--- config.mk ---
export PLATFORM = sky130hd
export DESIGN_NAME = fsc_top
export DESIGN_NICKNAME = d
export VERILOG_FILES = /design/src/design/fsc_pkg.sv /design/src/design/fsc_norm.sv /design/src/design/fsc_top.sv
export VERILOG_INCLUDE_DIRS = /design/src /design/src/design
export SDC_FILE = /design/constraint.sdc
export NUM_CORES = 1
export LEC_CHECK = 0
export ABC_CLOCK_PERIOD_IN_PS = 14450
export BUFFER_PORTS_ARGS = -buffer_cell sky130_fd_sc_hd__clkbuf_2
export CORE_MARGIN = 4
export CORE_UTILIZATION = 30
export CTS_CLUSTER_DIAMETER = 150
export CTS_CLUSTER_SIZE = 24
export DETAILED_ROUTE_END_ITERATION = 8
export RECOVER_POWER = 100
export SYNTH_ARGS = -nofsm -noshare
export SYNTH_HDL_FRONTEND = slang
export SYNTH_SLANG_ARGS = --single-unit
--- constraint.sdc ---
create_clock -name clk -period 14.45 [get_ports clk]
set_input_delay 2.1675 -clock clk [delete_from_list [all_inputs] [get_ports clk]]
set_output_delay 2.1675 -clock clk [all_outputs]
set_load 0.01 [all_outputs]
--- src/design/fsc_regs.svh ---
// Purpose: constants for the single-precision classify and denormalize unit
// Assumes: 32-bit word, sign/exponent/fraction packing
// Notes: signed true exponents are carried in 10 bits, two's complement
`ifndef FSC_REGS_SVH
`define FSC_REGS_SVH
`define FSC_SIGN_BIT 31
`define FSC_EXP_MSB 30
`define FSC_EXP_LSB 23
`define FSC_FRAC_MSB 22
`define FSC_BIAS 8'h7F
`define FSC_BIAS_W 10'h07F
`define FSC_EXP_ALL1 8'hFF
`define FSC_EMIN 10'h382
`define FSC_EMIN_MAG 11'h07E
`define FSC_EMAX 10'h07F
`define FSC_EXP_SPECIAL 10'h080
`define FSC_QNAN 32'h7FC00000
`define FSC_RST_WORD 32'h00000000
`endif

--- src/design/fsc_pkg.sv ---
// Purpose: shared types of the classify and denormalize unit
// Assumes: nothing beyond the constants header
// Notes: class is one-hot
package fsc_pkg;
  typedef struct packed {
    logic snan;
    logic qnan;
    logic inf;
    logic norm;
    logic denorm;
    logic zero;
  } fsc_cls_t;

  typedef struct packed {
    logic sign;
    logic signed [9:0] exp;
    logic [23:0] sig;
  } fsc_unpk_t;

  typedef struct packed {
    logic sign;
    logic signed [9:0] exp;
    logic [23:0] sig;
    logic nan;
    logic exact_zero;
    logic rnd_down;
  } fsc_res_t;
endpackage

--- src/design/fsc_norm.sv ---
// Purpose: normalize, denormalize and pack one result word
// Assumes: purely combinational, registered by the caller
// Notes: no rounding; bits shifted out on the right are dropped
`timescale 1ns/1ps
`default_nettype none
`include "fsc_regs.svh"
module fsc_norm
  import fsc_pkg::*;
(
  // raw result
  input wire fsc_res_t res,
  // packed result
  output logic [31:0] word,
  output logic tiny
);
  logic [4:0] lz;
  logic signed [10:0] room;
  logic [10:0] rsh;
  logic [4:0] lsh;
  logic [23:0] sig_f;
  logic signed [9:0] exp_f;

  always_comb begin
    lz = 5'h18;
    for (int i = 0; i < 24; i++) begin
      if (res.sig[i]) begin
        lz = 5'(23 - i);
      end
    end
    room = {res.exp[9], res.exp} + `FSC_EMIN_MAG;
    rsh = 11'h000;
    lsh = 5'h00;
    sig_f = res.sig;
    exp_f = res.exp;
    tiny = 1'b0;
    if (room < 0) begin
      rsh = 11'(-room);
      exp_f = `FSC_EMIN;
      sig_f = (rsh >= 11'h018) ? 24'h000000 : (res.sig >> rsh[4:0]);
    end else begin
      lsh = ({6'h00, lz} < room) ? lz : room[4:0];
      sig_f = res.sig << lsh;
      exp_f = res.exp - {5'h00, lsh};
    end
    if (res.nan) begin
      word = `FSC_QNAN;
    end else if (res.exact_zero) begin
      word = {res.rnd_down, 31'h00000000};
    end else if (sig_f == 24'h000000) begin
      word = {res.sign, 31'h00000000};
      tiny = (res.sig != 24'h000000);
    end else if (exp_f > $signed(`FSC_EMAX)) begin
      word = {res.sign, `FSC_EXP_ALL1, 23'h000000};
    end else if (sig_f[23]) begin
      word = {res.sign, exp_f[7:0] + `FSC_BIAS, sig_f[22:0]};
    end else begin
      word = {res.sign, 8'h00, sig_f[22:0]};
      tiny = 1'b1;
    end
  end
endmodule
`default_nettype wire

--- src/design/fsc_top.sv ---
// Purpose: classify operands and pack results in single precision
// Assumes: one core clock, synchronous active-low reset
// Notes: class and unpack outputs are combinational, result one cycle late
`timescale 1ns/1ps
`default_nettype none
`include "fsc_regs.svh"
module fsc_top
  import fsc_pkg::*;
(
  // clock and reset
  input wire logic clk,
  input wire logic rst_n,
  // operands
  input wire logic [31:0] opa,
  input wire logic [31:0] opb,
  input wire logic op_valid,
  input wire logic op_two,
  // operand classes and unpacked fields
  output fsc_cls_t cls_a,
  output fsc_cls_t cls_b,
  output fsc_unpk_t unpk_a,
  output fsc_unpk_t unpk_b,
  output logic eq_ab,
  // raw result
  input wire logic res_valid,
  input wire fsc_res_t res,
  // packed result and flags
  output logic out_valid_r,
  output logic [31:0] out_word_r,
  output logic flag_underflow_r,
  output logic flag_denorm_op_r
);
  logic [31:0] norm_word;
  logic norm_tiny;
  logic out_valid_nxt;
  logic [31:0] out_word_nxt;
  logic flag_underflow_nxt;
  logic flag_denorm_op_nxt;

  function automatic fsc_cls_t classify(input logic [31:0] w);
    fsc_cls_t c;
    logic [7:0] e;
    logic fz;
    e = w[`FSC_EXP_MSB:`FSC_EXP_LSB];
    fz = (w[`FSC_FRAC_MSB:0] == 23'h000000);
    c = '0;
    c.zero = (e == 8'h00) && fz;
    c.denorm = (e == 8'h00) && !fz;
    c.norm = (e != 8'h00) && (e != `FSC_EXP_ALL1);
    c.inf = (e == `FSC_EXP_ALL1) && fz;
    c.qnan = (e == `FSC_EXP_ALL1) && !fz && w[`FSC_FRAC_MSB];
    c.snan = (e == `FSC_EXP_ALL1) && !fz && !w[`FSC_FRAC_MSB];
    return c;
  endfunction

  function automatic fsc_unpk_t unpack(input logic [31:0] w);
    fsc_unpk_t u;
    logic [7:0] e;
    e = w[`FSC_EXP_MSB:`FSC_EXP_LSB];
    u.sign = w[`FSC_SIGN_BIT];
    u.sig = {(e != 8'h00), w[`FSC_FRAC_MSB:0]};
    if (e == 8'h00) begin
      u.exp = `FSC_EMIN;
    end else if (e == `FSC_EXP_ALL1) begin
      u.exp = `FSC_EXP_SPECIAL;
    end else begin
      u.exp = {2'b00, e} - `FSC_BIAS_W;
    end
    return u;
  endfunction

  // same-cycle classification
  always_comb begin
    cls_a = classify(opa);
    cls_b = classify(opb);
    unpk_a = unpack(opa);
    unpk_b = unpack(opb);
    if (cls_a.qnan || cls_a.snan || cls_b.qnan || cls_b.snan) begin
      eq_ab = 1'b0;
    end else if (cls_a.zero && cls_b.zero) begin
      eq_ab = 1'b1;
    end else begin
      eq_ab = (opa == opb);
    end
  end

  fsc_norm u_norm (
    .res(res),
    .word(norm_word),
    .tiny(norm_tiny)
  );

  // result register
  always_comb begin
    out_valid_nxt = res_valid;
    out_word_nxt = res_valid ? norm_word : out_word_r;
    flag_underflow_nxt = res_valid && norm_tiny;
    flag_denorm_op_nxt = op_valid && (cls_a.denorm || (op_two && cls_b.denorm));
  end

  always_ff @(posedge clk) begin
    if (!rst_n) begin
      out_valid_r <= 1'b0;
      out_word_r <= `FSC_RST_WORD;
      flag_underflow_r <= 1'b0;
      flag_denorm_op_r <= 1'b0;
    end else begin
      out_valid_r <= out_valid_nxt;
      out_word_r <= out_word_nxt;
      flag_underflow_r <= flag_underflow_nxt;
      flag_denorm_op_r <= flag_denorm_op_nxt;
    end
  end

  // checks
  logic ordinary;
  assign ordinary = res_valid && !res.nan && !res.exact_zero;
endmodule
`default_nettype wire

Word-level counts from Yosys, hierarchy flattened
Cells that the tools add are included.
{"block": "totals", "register_bits": 35, "out_inout_bits": 118}
{"block": "classes", "n_reduce_logical": 34, "addsub": 6, "n_mux": 44, "n_shift": 2, "order_cmp": 4, "n_eq_ne": 5}
{"operator": "$mux 31", "count": 3}
{"operator": "$mux 5", "count": 17}
{"operator": "$mux 32", "count": 2}
{"operator": "$mux 10", "count": 5}
{"operator": "$mux 24", "count": 2}
{"operator": "$logic_not 23->1", "count": 2}
{"operator": "$eq 32x32->1", "count": 1}
{"operator": "$mux 4", "count": 8}
{"operator": "$logic_not 24->1", "count": 1}
{"operator": "$reduce_bool 24->1", "count": 1}
{"operator": "$shl 24x5->24", "count": 1}
{"operator": "$shr 24x5->24", "count": 1}
{"operator": "$logic_and 1x1->1", "count": 18}
{"operator": "$sub 8x7->9 const B", "count": 2}
{"operator": "$eq 8x8->1 const B", "count": 2}
{"operator": "$logic_not 8->1", "count": 2}
{"operator": "$ne 8x8->1 const B", "count": 2}
{"operator": "$reduce_bool 8->1", "count": 2}
{"operator": "$add 10x8->11 const B", "count": 1}
{"operator": "$ge 11x5->1 const B", "count": 1}
{"operator": "$lt 11x1->1 const B", "count": 1}
{"operator": "$lt 5x11->1", "count": 1}
{"operator": "$neg 11->11", "count": 1}
{"operator": "$gt 10x8->1 const B", "count": 1}
{"operator": "5 further kinds", "count": 17}

Longest topological paths before layout
Gate-level depths: netlist of the first run.
{"block": "depth", "ltp_word": 34, "depth_mapped": 30}

Modules after synthesis
From an unflattened synthesis of the first run, not the netlist that was laid out.
{"block": "hier_totals", "hier_cells": 974, "area_unflattened_um2": 7009.2}
{"module": "fsc_norm", "seq_area_each_um2": 0.0, "n_inst": 1, "cells_each": 668, "area_each_um2": 4391.7}
{"module": "fsc_top", "seq_area_each_um2": 700.7, "n_inst": 1, "cells_each": 306, "area_each_um2": 2617.5}

Worst setup path after synthesis of the first run
No wires, ideal clock.
{"block": "synth_timing", "kind": "input -> register", "startpoint": "input res[28] (netlist bit)", "endpoint": "register out_word_r[17]", "arrival_ps": 7693, "cell_stages": 29, "slack_ps": 6642, "cell_sequence": "buf_2 inv_1 ha_1 clkbuf_1 xor2_1 inv_1 ha_1 a21o_1 a21oi_1 o31a_1 nor3_4 nor2_4 buf_2 buf_2 buf_2 ha_1 nor2b_1 o21ai_0 nand2b_1 a21o_1 a21o_1 nand4b_1 o21ai_0 a211o_1 and2_0 nand2b_1 clkbuf_1 nor3_1 o21a_1"}
{"block": "synth_between", "elab_chain_cells": 10, "word_cells_on_any_way": 19, "classes_between": "add/sub (3); order compare (4); shift (2); mux (9); reduce/logical (1)"}
{"item": "start, declared", "line_no": "fsc_top.sv:26", "text": "input wire fsc_res_t res,"}
{"item": "$add 10x8->11 (no source line)"}
{"item": "$lt 5x11->1 / $neg 11->11 (equally long branches)", "line_no": "fsc_norm.sv:41, fsc_norm.sv:37"}
{"item": "$mux 5 (tied with other cells)", "line_no": "fsc_norm.sv:41", "text": "lsh = ({6'h00, lz} < room) ? lz : room[4:0];"}
{"item": "$sub 10x5->10 (tied with other cells)", "line_no": "fsc_norm.sv:43", "text": "exp_f = res.exp - {5'h00, lsh};"}
{"item": "$mux 10 / $mux 24 (equally long branches)", "line_no": "fsc_norm.sv:36", "text": "if (room < 0) begin"}
{"item": "$gt 10x8->1 / $mux 31 (equally long branches)", "line_no": "fsc_norm.sv:52, fsc_norm.sv:54"}
{"item": "$mux 31", "line_no": "fsc_norm.sv:52", "text": "end else if (exp_f > $signed(`FSC_EMAX)) begin"}
{"item": "$mux 31 (*)", "line_no": "fsc_norm.sv:49", "text": "end else if (sig_f == 24'h000000) begin"}
{"item": "$mux 32 (*)", "line_no": "fsc_norm.sv:47", "text": "end else if (res.exact_zero) begin"}
{"item": "$mux 32 (*)", "line_no": "fsc_norm.sv:45", "text": "if (res.nan) begin"}
{"item": "end signal, assigned", "line_no": "fsc_top.sv:104", "text": "out_word_r <= `FSC_RST_WORD;"}
{"item": "end signal, assigned", "line_no": "fsc_top.sv:109", "text": "out_word_r <= out_word_nxt;"}
{"item": "end, declared", "line_no": "fsc_top.sv:29", "text": "output logic [31:0] out_word_r,"}
Every way passes the cells marked *; elsewhere a longest branch is shown, timed or not.
A chain may end at the register's enable or synchronous reset.

Worst setup path in the final report of the first run
Ends and elaborated chain as after synthesis.

==> results of run 1 <==
-- area by class of cell --
| cell class | count | area (sq um) | share of cell area |
|---|---|---|---|
| clock buffers | 7 | 153 | 0.0190 |
| clock inverters | 1 | 7.51 | 0.000933 |
| well taps | 319 | 399 | 0.0496 |
| flip-flops and latches | 35 | 701 | 0.0871 |
| multi-input cells | 838 | 5640 | 0.701 |
| repair buffers | 232 | 1030 | 0.128 |
| inverters | 29 | 114 | 0.0142 |
-- logic make-up after synthesis --
logic type                 after synthesis  synth area share
and+or+nand+nor                        410             0.285
DFF                                     35            0.0985
xor gates and xnor gates                65            0.0801
buffers and inverters                  144             0.106
muxes                                   74             0.136
adders and majority gates               18            0.0327
AOI/OAI and AO/OA                      271             0.261
-- cells in the mapped netlist (4+ instances only) --
library cell and number:
mux4_2 15, a21boi_0 4, buf_4 51, a22oi_1 11
o211ai_1 11, nand3_1 40, a211oi_1 14, o31a_1 5
o2bb2ai_1 4, xnor2_1 52, a21o_1 7, nor2_1 89
nor2b_1 28, clkbuf_1 48, o21bai_1 4, a21oi_1 61
nor4_1 24, xor2_1 13, o2111ai_1 5, o21a_1 7
nand4_1 17, nor3_1 43, o31ai_1 10, and2_1 13
nand2b_1 13, buf_2 14, a31oi_1 13, a211o_1 5
a221oi_1 9, mux2i_1 43, inv_1 25, o21ai_0 52
ha_1 17, or3_1 5, mux2_2 14, dfxtp_1 35
and3_1 10, o22ai_1 11, nand2_1 107
-- registers in the layout, indices dropped and copies added (netlist names) --
signal and flops:
out_word_r 32, flag_denorm_op_r 1, flag_underflow_r 1, out_valid_r 1
-- placed cells by master, fill, tap and decap left out, drive strengths merged, types with 11 or more instances in the layout --
cell type	netlist	final
mux2	15	15
o22ai	11	11
a31oi	14	14
o211ai	11	11
a211oi	16	16
nand2b	13	13
a22oi	11	11
nand2	109	109
mux4	16	16
nor4	25	25
mux2i	43	43
a21oi	61	61
inv	27	27
nand3	40	40
o31ai	13	13
nand4	17	17
nor2b	28	28
xor2	13	13
dfxtp	35	35
and2	14	14
nor2	90	90
xnor2	52	52
o21ai	57	57
clkbuf	49	231
nor3	44	44
ha	17	17
-- per-layer routing --
metal	global-route usage	routed length (um)
met4	0.0807	1200
met5	0	0
met3	0.0393	2590
met2	0.417	15900
met1	0.262	11500
-- power groups by stage --
stage / Clock [W] / Combinational, W / Sequential, W
detailed placement: 0 / 0.000275 / 0.000104
finish: 0.000114 / 0.000276 / 0.000102
global placement: 0 / 0.000276 / 0.000105
floorplan: 0 / 0.000185 / 0.000106
global route: 0.000121 / 0.000298 / 0.000103
CTS: 0.000116 / 0.000276 / 0.000102
-- worst max-delay path, stage by stage --
cell	delay, ns
clkbuf_2	0.22
inv_1	0.22
ha_1	0.44
xor2_1	0.43
inv_1	0.23
ha_1	0.35
and3_1	0.20
nand2_1	0.11
o31ai_1	0.37
a211oi_1	0.21
nor2_1	1.95
clkinv_1	1.40
fa_1	0.77
nor2b_1	0.12
o21ai_0	0.09
nand2b_1	0.12
a21oi_1	0.12
nand4b_1	0.11
o21ai_0	0.09
a211o_1	0.37
and2_0	0.25
nand2b_1	0.45
nor3_1	0.14
o21a_1	0.20
-- per-stage QoR --
step	hold WS (ns)	power, W	utilization	worst slack (ns)
2_1_floorplan	0.497	0.000291	-	6.64
3_3_place_gp	0.487	0.000380	0.345	5.57
3_5_place_dp	0.496	0.000380	0.345	5.28
4_1_cts	0.512	0.000495	0.351	5.56
5_1_grt	0.542	0.000521	0.344	2.68
6_report	0.512	0.000492	0.344	3.48
-- worst min-delay path by stage --
stage | endpoint | slack [ns] | cells past startpoint | from
finish | out_word_r[11]$_SDFFE_PN0P_ | 0.51 | 2 | out_word_r[11]$_SDFFE_PN0P_
global placement | out_word_r[11]$_SDFFE_PN0P_ | 0.49 | 2 | out_word_r[11]$_SDFFE_PN0P_
floorplan | out_word_r[11]$_SDFFE_PN0P_ | 0.50 | 2 | out_word_r[11]$_SDFFE_PN0P_
global route | out_word_r[11]$_SDFFE_PN0P_ | 0.54 | 2 | out_word_r[11]$_SDFFE_PN0P_
detailed placement | out_word_r[11]$_SDFFE_PN0P_ | 0.50 | 2 | out_word_r[11]$_SDFFE_PN0P_
CTS | out_word_r[11]$_SDFFE_PN0P_ | 0.51 | 2 | out_word_r[11]$_SDFFE_PN0P_
==> results_dict.tcl, run 1 <==
set metrics [dict create \
    status "finished with violations" \
    violations "max-capacitance violations, max-slew violations" \
    dp_cells 1453 \
    rows 56 \
    die_area_sq_um 26200 \
    worstSetupPathType "in2reg" \
    fmaxAchievable_mhz 91.2 \
    end_kind "flip-flop" \
    gr-total-overflow 0 \
    n_antenna_cell 0 \
    detailroute.via_count 8581 \
    avgSynthCellArea_sq_um 6.99 \
    wl_per_cell_um 21.4 \
    die_w_um 162 \
    clkLatencyLatePin_ns 0.28 \
    place_area_sq_um 8060 \
    p_int_w 0.000272 \
    fin_area_sq_um 8040 \
    peakVddDrop_uv 42.7 \
    final_antenna_net_count 0 \
    cp-endpoint "out_word_r[17]$_SDFFE_PN0P_" \
    post_cts_buffers 0 \
    synth_top_area_share 0.0985 \
    p_per_area_nw_per_um2 61.2 \
    switchingPower_w 0.000220 \
    synth_cells 1017 \
    crit_path_start_kind "input port" \
    ys_ff_latch 35 \
    leakagePower_nw 3.05 \
    drc_errors 0 \
    rrSetupSlack_ns 13.66 \
    power_frac_comb 0.561 \
    synth_largest_area_cell "dfxtp_1" \
    core_sq_um 23400 \
    hold_path.class "reg2reg" \
    via_per_inst 5.87 \
    fillers 2657 \
    area_growth_pct 13.1 \
    numCtsBuffers 5 \
    setup_violations 0 \
    r2r_start "out_word_r[3]$_SDFFE_PN0P_" \
    final_hold_viol_count 0 \
    yosys.cell_types.count 86 \
    drive_gt1_frac 0.153 \
    ys.flop_type "dfxtp_1" \
    synth_area_sq_um 7110 \
    io_pins 225 \
    grt_pass1_wl_mm 47.1 \
    fin_skew_ns 0 \
    finalSetupTns_ns 0 \
    clockRootBuffer "clkbuf_16" \
    worstReg2RegEnd "out_word_r[3]$_SDFFE_PN0P_" \
    worstMarginPinSlew_ns 2.62 \
    tritoncts "built" \
    min_period_ns 10.97 \
    crit_fanout 35 \
    worstRegToRegCells 2 \
    pwr-share-clk 0.231 \
    syn_nets 1142 \
    grtUsageTotal 0.226 \
    numClockSinks 35 \
    cts_hold_buf 0 \
    h-tree-depth 2 \
    dp_hpwl_mm 25.3 \
    async_flop_share 0 \
    seqPwrFrac 0.208 \
    switching_share 0.447 \
    rsz0062_at_grt "false" \
    floorplan.initialDensity 0.304 \
    post_cts_resized 0 \
    yosys-top-cells-area "dfxtp_1 (9.9%), xnor2_1 (6.4%), mux2i_1 (6.1%)" \
    grt_max_degree 37 \
    fin_cells 1461 \
    critPathRequiredTime_ns 14.62 \
    antenna_found_initial 0 \
    ys_seq_area_frac 0.0985 \
    drtIter0Drc 1122 \
    synth_edf_count 0 \
    cp-startpoint "res[28]" \
    nets 1266 \
    period_share 0.759 \
    place_congestion 1.03 \
    drt-total-wl_mm 31.3 \
    ys_warn_count 0 \
    cap_violations 1 \
    maxSlewHeadroom -0.751 \
    portBuffers 224 \
    slew_viol_final 36 \
    clkTransAtPathRegs_ns 0.06 \
    worst_ep_arrival_time_ns 11.14 \
    dieHeight_um 162 \
    drt_first_pass_iters 5 \
    clockBufferDepth 2 \
    grt_pass1_vias 8165 \
]
Note: power is estimated with default switching activity, not from simulation.
==> run 2, diff against run 1 <==
--- a/config.mk
+++ b/config.mk
@@ -6,7 +6,7 @@
 export SDC_FILE = /design/constraint.sdc
 export NUM_CORES = 1
 export LEC_CHECK = 0
-export ABC_CLOCK_PERIOD_IN_PS = 14450
+export ABC_CLOCK_PERIOD_IN_PS = 10800
 export BUFFER_PORTS_ARGS = -buffer_cell sky130_fd_sc_hd__clkbuf_2
 export CORE_MARGIN = 4
 export CORE_UTILIZATION = 30
==> constraint.sdc (replaced) <==
create_clock -name clk -period 10.8 [get_ports clk]
set_input_delay 1.62 -clock clk [delete_from_list [all_inputs] [get_ports clk]]
set_output_delay 1.62 -clock clk [all_outputs]
set_load 0.01 [all_outputs]
==> run 2 against run 1 <==
  * The flow now finishes without violations
  * First-iteration DRC count is 27% lower
  * Flip-flop and latch count stayed put
  * Hold slack worse by 0.016 ns
  * Sequential share of layout area hardly changed
  * Clock power is 23% higher
  * Final area is 0.14% lower
  * Die area stayed put
  * Via count is 1.7% lower
  * Clock-buffer cell count is 1 lower
  * Sequential power is 34% higher
  * Register-to-register slack worse by 3.7 ns
==> results_dict.tcl, run 2 (synthesis gave the netlist of run 1 again) <==
set metrics [dict create \
    status "finished, final reports clean" \
    die_area_sq_um 26200 \
    rows 56 \
    worstReg2RegEnd "out_word_r[3]$_SDFFE_PN0P_" \
    clkTransAtPathRegs_ns 0.05 \
    drt_first_pass_iters 5 \
    critPathRequiredTime_ns 10.96 \
    worstRegToRegCells 2 \
    cts_hold_buf 0 \
    rrSetupSlack_ns 10.01 \
    period_share 0.804 \
    setup_violations 0 \
    area_growth_pct 13.0 \
    pwr-share-clk 0.216 \
    leakagePower_nw 3.04 \
    crit_fanout 35 \
    peakVddDrop_uv 61.6 \
    hold_path.class "reg2reg" \
    grt_max_degree 37 \
    cp-startpoint "res[28]" \
    clkLatencyLatePin_ns 0.27 \
    seqPwrFrac 0.212 \
    nets 1266 \
    floorplan.initialDensity 0.304 \
    numCtsBuffers 5 \
    switchingPower_w 0.000290 \
    post_cts_resized 0 \
    core_sq_um 23400 \
    hold-worst-slack_ns 0.495 \
    power_frac_comb 0.572 \
    dieHeight_um 162 \
    grt_pass1_wl_mm 47.2 \
    final_cell_mix "clkbuf_1 (120), nand2_1 (107), clkbuf_2 (104)" \
    final_hold_viol_count 0 \
    worst_ep_arrival_time_ns 8.84 \
    drt-total-wl_mm 31.3 \
    io_pins 225 \
    final_antenna_net_count 0 \
    final_common_cell "clkbuf_1" \
    antenna_found_initial 0 \
    maxSlewHeadroom 0.272 \
    drtIter0Drc 817 \
    drive_gt1_frac 0.153 \
    largest_reg_flops 32 \
    end_kind "flip-flop" \
    drc_errors 0 \
    die_w_um 162 \
    finalSetupTns_ns 0 \
    wl_per_cell_um 21.4 \
    p_int_w 0.000356 \
    tritoncts "built" \
    dp_hpwl_mm 25.4 \
    r2r_start "out_word_r[3]$_SDFFE_PN0P_" \
    worstSetupPathType "in2reg" \
    gr-total-overflow 0 \
    fmaxAchievable_mhz 115 \
    rsz0062_at_grt "false" \
    portBuffers 224 \
    switching_share 0.449 \
    top_register "out_word_r" \
    grtUsageTotal 0.226 \
    fillers 2647 \
    clockRootBuffer "clkbuf_16" \
    worstMarginPinSlew_ns 1.09 \
    via_per_inst 5.78 \
    crit_path_start_kind "input port" \
    fin_skew_ns 0 \
    post_cts_buffers 0 \
    place_congestion 1.03 \
    p_per_area_nw_per_um2 80.5 \
    cap_violations 0 \
    cp-endpoint "out_word_r[17]$_SDFFE_PN0P_" \
    min_period_ns 8.68 \
    slew_viol_final 0 \
    numClockSinks 35 \
    h-tree-depth 2 \
    detailroute.via_count 8432 \
    clockBufferDepth 2 \
    n_antenna_cell 0 \
    grt_pass1_vias 8066 \
]
## run 2: worst min path at each step
stage	startpoint	to	cells after the start	slack, ns
floorplan	out_word_r[11]$_SDFFE_PN0P_	out_word_r[11]$_SDFFE_PN0P_	2	0.50
global route	out_word_r[13]$_SDFFE_PN0P_	out_word_r[13]$_SDFFE_PN0P_	2	0.54
finish	out_word_r[11]$_SDFFE_PN0P_	out_word_r[11]$_SDFFE_PN0P_	2	0.50
global placement	out_word_r[11]$_SDFFE_PN0P_	out_word_r[11]$_SDFFE_PN0P_	2	0.49
detailed placement	out_word_r[11]$_SDFFE_PN0P_	out_word_r[11]$_SDFFE_PN0P_	2	0.50
CTS	out_word_r[11]$_SDFFE_PN0P_	out_word_r[11]$_SDFFE_PN0P_	2	0.51
## run 2: through the flow
step	instances	utilization	cell area [sq um]	setup WS, ns	power, W
global route	1460	0.343	8030	1.26	0.000684
floorplan	1017	-	7110	3.54	0.000389
detailed placement	1453	0.345	8060	2.19	0.000508
CTS	1460	0.351	8210	2.44	0.000651
global placement	1453	0.345	8060	2.48	0.000509
finish	1460	0.343	8030	2.12	0.000647
## run 2: power groups by stage
stage	Clock (W)	Sequential, W	Combinational [W]
4_1_cts	0.000144	0.000137	0.000370
5_1_grt	0.000148	0.000137	0.000399
2_1_floorplan	0	0.000142	0.000248
3_3_place_gp	0	0.000140	0.000369
6_report	0.000140	0.000137	0.000370
3_5_place_dp	0	0.000140	0.000369
## run 2: area by class of cell
| type | instances | area (sq um) | share of cell area |
|---|---|---|---|
| sequential | 35 | 701 | 0.0872 |
| clock buffer | 6 | 139 | 0.0173 |
| inverter | 29 | 114 | 0.0142 |
| tap | 319 | 399 | 0.0497 |
| timing repair buffer | 232 | 1030 | 0.128 |
| multi-input combinational | 838 | 5640 | 0.703 |
| clock inverter | 1 | 5.00 | 0.000623 |
## run 2: per-layer routing
layer / global-route usage / vias up / wire, um
li1: - / 3950 / -
met1: 0.270 / 3965 / 11900
met2: 0.424 / 458 / 16100
met3: 0.0297 / 59 / 2370
met4: 0.0642 / 0 / 989
met5: 0 / - / 0
## run 2: worst max-delay path: stages
cell	delay, ns
clkbuf_1	0.45
inv_1	0.25
ha_1	0.40
xor2_1	0.42
inv_1	0.23
ha_1	0.34
a21o_1	0.15
a21oi_1	0.27
o31a_1	0.27
nor3_1	0.14
nor2_4	0.77
clkinv_1	0.77
fa_1	0.65
nor2b_1	0.12
o21ai_0	0.10
nand2b_1	0.13
a21oi_1	0.12
nand4b_1	0.11
o21ai_0	0.09
a211o_1	0.37
and2_0	0.25
nand2b_1	0.45
nor3_1	0.12
o21a_1	0.21
